--- src/verilog/upmsc_consts.vh ---
// Constants for the USB port manual switch control block
`ifndef UPMSC_CONSTS_VH
`define UPMSC_CONSTS_VH
`define UPMSC_ADDR_SWITCH_CONTROL 8'h02
`define UPMSC_ADDR_MANUAL_PATH 8'h13
`define UPMSC_CTRL_MANUAL 8'h1A
`define UPMSC_CTRL_AUTO 8'h1E
`define UPMSC_CTRL_RESET 8'h1E
`define UPMSC_MANUAL_RESET 8'h00
`define UPMSC_PATH_FS_UART 8'h6C
`define UPMSC_ROUTE_OPEN 2'h0
`define UPMSC_ROUTE_USB 2'h1
`define UPMSC_ROUTE_UART 2'h2
`endif

--- src/verilog/upmsc_ocp_latch.v ---
// Over-current latch on the bus power output
`timescale 1ns/100ps
module upmsc_ocp_latch (
  // Clock and reset
  input wire core_clk_in,
  input wire reset_in,
  input wire clk_en_in,
  // Monitor
  input wire overcurrent_trip_in,
  input wire load_present_in,
  // Result
  output reg overcurrent_latch_out
);
  always @(posedge core_clk_in) begin
    if (reset_in) begin
      overcurrent_latch_out <= 1'b0;
    end else if (clk_en_in) begin
      // [RULE7] Trip wins over release
      if (overcurrent_trip_in) begin
        overcurrent_latch_out <= 1'b1;
      end else if (!load_present_in) begin
        overcurrent_latch_out <= 1'b0;
      end
    end
  end
endmodule

--- src/verilog/upmsc_top.v ---
// USB port manual switch control: register bank and switch routing
`timescale 1ns/100ps
`include "upmsc_consts.vh"
// Behaviour
// [RULE1] USB attach in automatic mode routes connector data to host USB pins.
// [RULE2] Writing 0x1A to control enters manual mode, opening every path at once.
// [RULE3] Host waits over 125 us before writing 0x6C to manual switch.
// [RULE4] Manual mode with 0x6C routes UART receive to D+, transmit to D-.
// [RULE5] Writing 0x1E to control returns to automatic switching.
// [RULE6] Host starts the manual sequence only after attach is signalled.
// [RULE7] Over-current trip latches until the load is removed; the latch clears at the next enabled clock edge with load_present_in low and no trip.
// [RULE8] In manual mode paths follow only the manual switch register; a repeat 0x1A write to control still opens both routes for one cycle.
module upmsc_top (
  // Clock and reset
  input wire core_clk_in,
  input wire reset_in,
  input wire clk_en_in,
  // Register port
  input wire reg_wr_in,
  input wire reg_rd_in,
  input wire [7:0] reg_addr_in,
  input wire [7:0] reg_wdata_in,
  output reg [7:0] reg_rdata_out,
  // Detection and power
  input wire usb_attach_in,
  input wire overcurrent_trip_in,
  input wire load_present_in,
  // Status
  output reg usb_attached_out,
  output wire manual_mode_out,
  output wire overcurrent_latch_out,
  // Switch routing
  output reg [1:0] connector_dplus_route_out,
  output reg [1:0] connector_dminus_route_out
);
  // ----------------------------------------
  // Declarations
  // ----------------------------------------
  // Stored registers
  reg [7:0] switch_control;
  reg [7:0] manual_path_select;

  // Next values
  reg [7:0] next_switch_control;
  reg [7:0] next_manual_path_select;
  reg [7:0] next_rdata;
  reg next_usb_attached;
  reg [1:0] next_route;
  reg [1:0] next_dplus_route;
  reg [1:0] next_dminus_route;

  // Decoded strobes and codes
  wire wr_control;
  wire wr_manual;
  wire enter_manual;
  wire path_is_uart;

  // ----------------------------------------
  // Write decode
  // ----------------------------------------
  // Strobes qualified by address only; enable gates the flops
  assign wr_control = reg_wr_in && (reg_addr_in == `UPMSC_ADDR_SWITCH_CONTROL);
  assign wr_manual = reg_wr_in && (reg_addr_in == `UPMSC_ADDR_MANUAL_PATH);

  // [RULE2] Entry write seen early
  assign enter_manual = wr_control && (reg_wdata_in == `UPMSC_CTRL_MANUAL);

  // [RULE4] Only the full-speed code has a path
  assign path_is_uart = (manual_path_select == `UPMSC_PATH_FS_UART);

  // ----------------------------------------
  // Mode status
  // ----------------------------------------
  // [RULE2] Manual when control holds 0x1A
  assign manual_mode_out = (switch_control == `UPMSC_CTRL_MANUAL);

  // ----------------------------------------
  // Control register
  // ----------------------------------------
  // [RULE5] Any value but 0x1A means automatic
  always @* begin
    next_switch_control = switch_control;
    if (wr_control) begin
      next_switch_control = reg_wdata_in;
    end
  end

  // A write that lands with enable low is lost
  always @(posedge core_clk_in) begin
    if (reset_in) begin
      switch_control <= `UPMSC_CTRL_RESET;
    end else if (clk_en_in) begin
      switch_control <= next_switch_control;
    end
  end

  // ----------------------------------------
  // Manual path register
  // ----------------------------------------
  // Kept across mode changes, so a re-entry reuses it
  always @* begin
    next_manual_path_select = manual_path_select;
    if (wr_manual) begin
      next_manual_path_select = reg_wdata_in;
    end
  end

  always @(posedge core_clk_in) begin
    if (reset_in) begin
      manual_path_select <= `UPMSC_MANUAL_RESET;
    end else if (clk_en_in) begin
      manual_path_select <= next_manual_path_select;
    end
  end

  // ----------------------------------------
  // Read port
  // ----------------------------------------
  // Unmapped addresses read as zero
  always @* begin
    next_rdata = reg_rdata_out;
    if (reg_rd_in) begin
      case (reg_addr_in)
        `UPMSC_ADDR_SWITCH_CONTROL: begin
          next_rdata = switch_control;
        end
        `UPMSC_ADDR_MANUAL_PATH: begin
          next_rdata = manual_path_select;
        end
        default: begin
          next_rdata = 8'h00;
        end
      endcase
    end
  end

  // Read data holds until the next read strobe
  always @(posedge core_clk_in) begin
    if (reset_in) begin
      reg_rdata_out <= 8'h00;
    end else if (clk_en_in) begin
      reg_rdata_out <= next_rdata;
    end
  end

  // ----------------------------------------
  // Attach status
  // ----------------------------------------
  // Registered so the host sees one clean level
  always @* begin
    next_usb_attached = usb_attach_in;
  end

  always @(posedge core_clk_in) begin
    if (reset_in) begin
      usb_attached_out <= 1'b0;
    end else if (clk_en_in) begin
      usb_attached_out <= next_usb_attached;
    end
  end

  // ----------------------------------------
  // Route selection
  // ----------------------------------------
  // Unknown manual codes stay open rather than guess a path
  always @* begin
    next_route = `UPMSC_ROUTE_OPEN;
    if (manual_mode_out) begin
      // [RULE8] Manual register only
      // [RULE4] FS over UART path
      if (path_is_uart) begin
        next_route = `UPMSC_ROUTE_UART;
      end
    end else if (usb_attach_in) begin
      // [RULE1] Automatic USB attach
      next_route = `UPMSC_ROUTE_USB;
    end
  end

  // [RULE2] Entry write breaks the old path at once
  always @* begin
    next_dplus_route = next_route;
    next_dminus_route = next_route;
    if (enter_manual) begin
      next_dplus_route = `UPMSC_ROUTE_OPEN;
      next_dminus_route = `UPMSC_ROUTE_OPEN;
    end
  end

  // ----------------------------------------
  // Route flops
  // ----------------------------------------
  // Enable low holds the routes as they are
  always @(posedge core_clk_in) begin
    if (reset_in) begin
      connector_dplus_route_out <= `UPMSC_ROUTE_OPEN;
    end else if (clk_en_in) begin
      connector_dplus_route_out <= next_dplus_route;
    end
  end

  always @(posedge core_clk_in) begin
    if (reset_in) begin
      connector_dminus_route_out <= `UPMSC_ROUTE_OPEN;
    end else if (clk_en_in) begin
      connector_dminus_route_out <= next_dminus_route;
    end
  end

  // ----------------------------------------
  // Over-current
  // ----------------------------------------
  // [RULE7] Latched protection state
  upmsc_ocp_latch u_ocp (
    .core_clk_in(core_clk_in),
    .reset_in(reset_in),
    .clk_en_in(clk_en_in),
    .overcurrent_trip_in(overcurrent_trip_in),
    .load_present_in(load_present_in),
    .overcurrent_latch_out(overcurrent_latch_out)
  );
endmodule

--- config.mk ---
export PLATFORM = sky130hd
export DESIGN_NAME = upmsc_top
export DESIGN_NICKNAME = d
export VERILOG_FILES = /design/src/verilog/upmsc_ocp_latch.v /design/src/verilog/upmsc_top.v
export VERILOG_INCLUDE_DIRS = /design/src /design/src/verilog
export SDC_FILE = /design/constraint.sdc
export NUM_CORES = 1
export LEC_CHECK = 0
export ABC_AREA = 1
export BUFFER_PORTS_ARGS = -buffer_cell sky130_fd_sc_hd__buf_2
export CORE_MARGIN = 2
export CORE_UTILIZATION = 51
export DETAILED_ROUTE_END_ITERATION = 8
export PLACE_DENSITY = 0.79
export SETUP_SLACK_MARGIN = 0.2
export SLEW_MARGIN = 20
export SYNTH_ARGS = -nofsm -noshare
export SYNTH_HDL_FRONTEND = slang
export SYNTH_HIERARCHICAL = 1
export SYNTH_SLANG_ARGS = --single-unit
--- constraint.sdc ---
create_clock -name core_clk_in -period 1.8 [get_ports core_clk_in]
set_input_delay 0.27 -clock core_clk_in [delete_from_list [all_inputs] [get_ports core_clk_in]]
set_output_delay 0.27 -clock core_clk_in [all_outputs]
set_load 0.02 [all_outputs]
* Word-level counts from Yosys, hierarchy flattened
Index checks and enable logic that the tools add are counted.
Storage, ports and cells: logic and storage cells 26, flip-flop bits (word level) 28, input bits 24, output and inout port bits 15
Cells by class: mux-type cells 7, reduce and logical (&&, ||, !) cells 7, equality and inequality tests 6
Operator list (count):
- equality test 8 x 5 -> 1 bit (second input constant) | 3
- case mux 8 bit (2 select lines) | 1
- equality test 8 x 2 -> 1 bit (second input constant) | 1
- equality test 8 x 7 -> 1 bit (second input constant) | 1
- AND reduction 2 bit | 4
- 2-to-1 mux 2 bit | 3
- logical AND 1 bit | 3
- 2-to-1 mux 1 bit | 3
- != test 2 bit (second input constant) | 1

* Longest topological paths before layout
word-level depth 4, gate-level depth with buffers 8, mapped depth without buffers 8

* Modules after synthesis
Netlist, hierarchy kept.
By module, submodules not included:
- upmsc_top | cells an instance 211, sequential area each 540.5 um2, times used 1, area an instance 1345.0 um2
- upmsc_ocp_latch | cells an instance 6, sequential area each 20.0 um2, times used 1, area an instance 43.8 um2

* Least setup slack after synthesis
No wires, ideal clock.
path type in2reg, start point input reg_addr_in[3], end point register switch_control[5], data arrival time 1.075 ns, library setup time 0.116 ns, required time 1.684 ns, slack 0.609 ns, stages 7, buffers on the path 1, cell sequence nor2_1 -> nand2_1 -> nor2_4 -> nand2_2 -> buf_2 -> o21ai_0 -> nor2_1
On the way: cells in the longest elaborated chain, start to end 3
Ends and longest elaborated chain:
- from (decl) | RTL line upmsc_top.v:21 | input wire [7:0] reg_addr_in,
- equality test 8 x 2 -> 1 bit
- logical AND 1 bit | RTL line upmsc_top.v:62 | assign wr_control = reg_wr_in && (reg_addr_in == `UPMSC_ADDR_SWITCH_CONTROL);
- AND reduction 2 bit (no line)
- to (signal assigned) | RTL line upmsc_top.v:91 | switch_control <= `UPMSC_CTRL_RESET;
- to (signal assigned) | RTL line upmsc_top.v:93 | switch_control <= next_switch_control;
- to (decl) | RTL line upmsc_top.v:40 | reg [7:0] switch_control;
No other way between the ends. A chain may end at the register's enable or synchronous reset.

* Worst setup path after layout
start point register switch_control[2], end point output manual_mode_out
On the way: cells in the longest elaborated chain, start to end 1
Ends and longest elaborated chain:
- equality test 8 x 5 -> 1 bit (no line)
- to (decl) | RTL line upmsc_top.v:30 | output wire manual_mode_out,
No other way between the ends.

==> flow_results.xml <==
<?xml version="1.0" encoding="UTF-8"?>
<metrics>
  <group name="setup_path">
    <metric name="worstPathMaxFanout" unit="">3</metric>
    <metric name="startpoint_type" unit="">flop</metric>
    <metric name="critical_path_required" unit="ns">1.53</metric>
    <metric name="max_stage_delay_cell_worst_path" unit="">sky130_fd_sc_hd__dfxtp_2</metric>
    <metric name="worstReg2RegEnd" unit="">connector_dminus_route_out[0]</metric>
    <metric name="critical_path.cell_chain" unit="">nor2_1, nand3_1, nor2_2, buf_4</metric>
    <metric name="setup.reg_to_reg.worst_slack" unit="ns">0.75</metric>
    <metric name="worstSetupEndpointType" unit="">output port</metric>
    <metric name="worst_ep_arrival_time" unit="ns">1.28</metric>
    <metric name="worst-r2r-cell-count" unit="">6</metric>
    <metric name="crit-reg2reg-launch" unit="">switch_control[2]</metric>
    <metric name="ws_path_type" unit="">flop to output port</metric>
    <metric name="cp_slowest_stage_delay" unit="ns">0.37</metric>
  </group>
  <group name="synthesis">
    <metric name="synth_area_leaders" unit="">sky130_fd_sc_hd__dfxtp_1, sky130_fd_sc_hd__nand2_1, sky130_fd_sc_hd__nor2_1</metric>
    <metric name="netlist.top_cell.by_area" unit="">sky130_fd_sc_hd__dfxtp_1</metric>
    <metric name="ys_seq_area_share" unit="%">40.4</metric>
    <metric name="avgSynthCellArea" unit="sq um">6.40</metric>
    <metric name="yosys.area.top_type_share" unit="%">40.4</metric>
    <metric name="post_synthesis_instance_area" unit="sq um">1390</metric>
    <metric name="synth_edf_count" unit="">0</metric>
    <metric name="syn_nets" unit="">241</metric>
    <metric name="synthesis.yosys.warnings" unit="">6</metric>
    <metric name="synthTopCellsByCount" unit="">sky130_fd_sc_hd__nand2_1, sky130_fd_sc_hd__nor2_1, sky130_fd_sc_hd__inv_1</metric>
    <metric name="syn_inst" unit="">217</metric>
    <metric name="synth_cell_type_count" unit="">20</metric>
    <metric name="yosys_register_bits" unit="">28</metric>
    <metric name="post-synth-top-count-cell" unit="">sky130_fd_sc_hd__nand2_1</metric>
    <metric name="synth_top_flop_cell" unit="">sky130_fd_sc_hd__dfxtp_1</metric>
    <metric name="postSynth.asyncResetShare" unit="%">0</metric>
  </group>
  <group name="pwr">
    <metric name="leakagePower" unit="uW">0.000893</metric>
    <metric name="vdd_ir_drop_max" unit="V">0.000589</metric>
    <metric name="power.density_cell_area" unit="nW/um^2">730</metric>
    <metric name="finalPower" unit="uW">1200</metric>
  </group>
  <group name="sta">
    <metric name="slew_headroom" unit="%">68.4</metric>
    <metric name="fin_skew" unit="ns">0.00244</metric>
    <metric name="final_max_slew_viol_count" unit="">0</metric>
    <metric name="timing_hold_violations_final" unit="">0</metric>
    <metric name="tightest_slew" unit="ns">0.473</metric>
    <metric name="post_route_clock_period_utilization" unit="%">85.9</metric>
    <metric name="finalSetupViolations" unit="">0</metric>
    <metric name="timing.hold.ws" unit="ns">0.184</metric>
    <metric name="rsz0062_at_grt" unit="">no</metric>
    <metric name="fin_crit" unit="ns">1.55</metric>
    <metric name="worst_slack" unit="ns">0.253</metric>
    <metric name="max_freq" unit="MHz">647</metric>
    <metric name="finalSetupTns" unit="ns">0</metric>
  </group>
  <group name="floorplanning">
    <metric name="core.rowCount" unit="">18</metric>
    <metric name="die_h" unit="um">56.2</metric>
    <metric name="fp.coreArea" unit="sq um">2520</metric>
    <metric name="floorplan.die.width" unit="um">56.2</metric>
    <metric name="io_pins" unit="">39</metric>
    <metric name="fp.dieArea" unit="sq um">3160</metric>
    <metric name="initial_core_util" unit="%">55.1</metric>
  </group>
  <group name="cts">
    <metric name="numCtsBuffers" unit="">3</metric>
    <metric name="htreeDepth" unit="">1</metric>
    <metric name="tritoncts" unit="">built</metric>
    <metric name="worst_skew_pair.late_latency" unit="ns">0.33</metric>
    <metric name="cts.reportedPaths.clkPinSlew" unit="ns">0.15</metric>
    <metric name="clock_tree.root_cell" unit="">sky130_fd_sc_hd__clkbuf_4</metric>
    <metric name="post-cts-setup-buffers" unit="">0</metric>
    <metric name="clock-sinks" unit="">28</metric>
    <metric name="cts_buffer_depth" unit="">2</metric>
  </group>
  <group name="drt">
    <metric name="wirelength" unit="um">3090</metric>
    <metric name="route.detailed.wl_per_inst" unit="um">10.9</metric>
    <metric name="remaining_drc_errors" unit="">0</metric>
    <metric name="dr.pass1.iters" unit="">7</metric>
    <metric name="vias_per_cell" unit="">4.88</metric>
    <metric name="number_of_nets_still_failing_antenna_checks_after_routing" unit="">0</metric>
    <metric name="detailedRoute.firstIterationViolations" unit="">49</metric>
    <metric name="via_count" unit="">1382</metric>
  </group>
  <group name="placement">
    <metric name="half_perimeter_wire_length_after_detailed_placement" unit="um">2320</metric>
    <metric name="place_congestion" unit="">0.920</metric>
    <metric name="io_buffer_count" unit="">38</metric>
    <metric name="worst_setup_slack_post_dpl" unit="ns">0.379</metric>
    <metric name="dp_cells" unit="">279</metric>
  </group>
  <group name="min_path">
    <metric name="min_delay_worst_endpoint" unit="">u_ocp/overcurrent_latch_out</metric>
    <metric name="min-delay-start" unit="">overcurrent_trip_in</metric>
    <metric name="hold_path_class" unit="">input port to flop</metric>
    <metric name="whs_path_depth" unit="">3</metric>
  </group>
  <group name="layout">
    <metric name="sequential_cell_area" unit="sq um">562</metric>
    <metric name="n_antenna_cell" unit="">0</metric>
    <metric name="synthToLayoutAreaGrowth" unit="%">18.0</metric>
    <metric name="multi_input_comb_area" unit="sq um">659</metric>
    <metric name="finalNetCount" unit="">278</metric>
    <metric name="layoutNonFillerInstCount" unit="">283</metric>
    <metric name="final_layout_size_suffix_gt1_share" unit="%">21.7</metric>
    <metric name="number_of_fillers_in_the_final_layout" unit="">254</metric>
  </group>
  <group name="global_routing">
    <metric name="grt_antenna_before_repair" unit="">0</metric>
    <metric name="global_route_congestion_overflow_total" unit="">0</metric>
    <metric name="grt_first_pass_wirelength" unit="um">5060</metric>
    <metric name="grt.total_usage" unit="%">20.5</metric>
    <metric name="grt_pass1_vias" unit="">1204</metric>
    <metric name="grt_start_max_net_pins" unit="">17</metric>
  </group>
  <group name="outcome">
    <metric name="status" unit="">finished clean</metric>
  </group>
  <group name="job">
    <metric name="timing.max_cap.violations" unit="">0</metric>
  </group>
</metrics>
-- worst max path at each step --
stage                            startpoint                     to  slack, ns  cells after the start
after floorplan              reg_addr_in[3]      switch_control[5]       0.61                      7
after global placement       reg_addr_in[3]  manual_path_select[4]       0.41                      7
after detailed placement     reg_addr_in[3]  manual_path_select[2]       0.38                      7
after CTS                 switch_control[2]        manual_mode_out       0.22                      4
after global routing      switch_control[5]        manual_mode_out       0.20                      4
final                     switch_control[2]        manual_mode_out       0.25                      4
-- metal layers --
metal,share of wire (%),track usage (%),up-vias,routed length (um)
met5,0,0,-,0
met2,46,33.9,34,1410
li1,-,-,731,-
met4,2.1,9.86,0,65
met1,47,25.8,611,1460
met3,5.0,3.02,6,153
-- cell type report --
cell class,instances,share of cell area (%)
clock buffers,3,1.37
flip-flops and latches,28,34.3
clock inverters,1,1.83
well taps,30,2.29
repair buffers,39,12.2
inverters,34,7.79
multi-input cells,148,40.2
-- cell usage in the layout (no fill, tap or decap), drive strengths merged, types with 3 or more instances in the layout --
master,n
nand2,60
nor2,48
buf,39
inv,33
dfxtp,28
nand3,20
a21oi,9
o21ai,5
o211ai,4
clkbuf,3
-- power by group --
part | switching [uW] | total (uW) | internal [uW]
logic | 86.9 | 138 | 51.2
registers | 6.26 | 641 | 635
clock network | 193 | 418 | 225
total | 286 | 1200 | 911
-- kinds of logic after synthesis --
logic type	after synthesis	synth area share, %
simple gates	130	39.8
buf+inv	41	12.3
compound gates	18	7.48
flops	28	40.4
-- per-stage QoR --
step / util [%] / instance area, sq um
3_3_place_gp: 62.6 / 1580
4_1_cts: 64.7 / 1630
2_1_floorplan: - / 1390
6_report: 65.0 / 1640
5_1_grt: 65.0 / 1640
3_5_place_dp: 62.6 / 1580
-- worst max-delay path, delay by kind of cell (launching register included) --
| kind | cells | cell delay, ns |
|---|---|---|
| and+or+nand+nor | 3 | 0.41 |
| DFF | 1 | 0.37 |
| buffers and inverters | 1 | 0.17 |
-- repair_timing --
action                                  in CTS  in global routing
endpoints found under the setup margin       0                  1
resized for setup                            0                  3
hold buffers                                 0                  0
-- state kept, by name (all words and copies together) (netlist names) --
name,flops
usb_attached_out,1
reg_rdata_out,8
connector_dminus_route_out,2
u_ocp/overcurrent_latch_out,1
switch_control,8
manual_path_select,8
(Power assumes the default switching activity.)
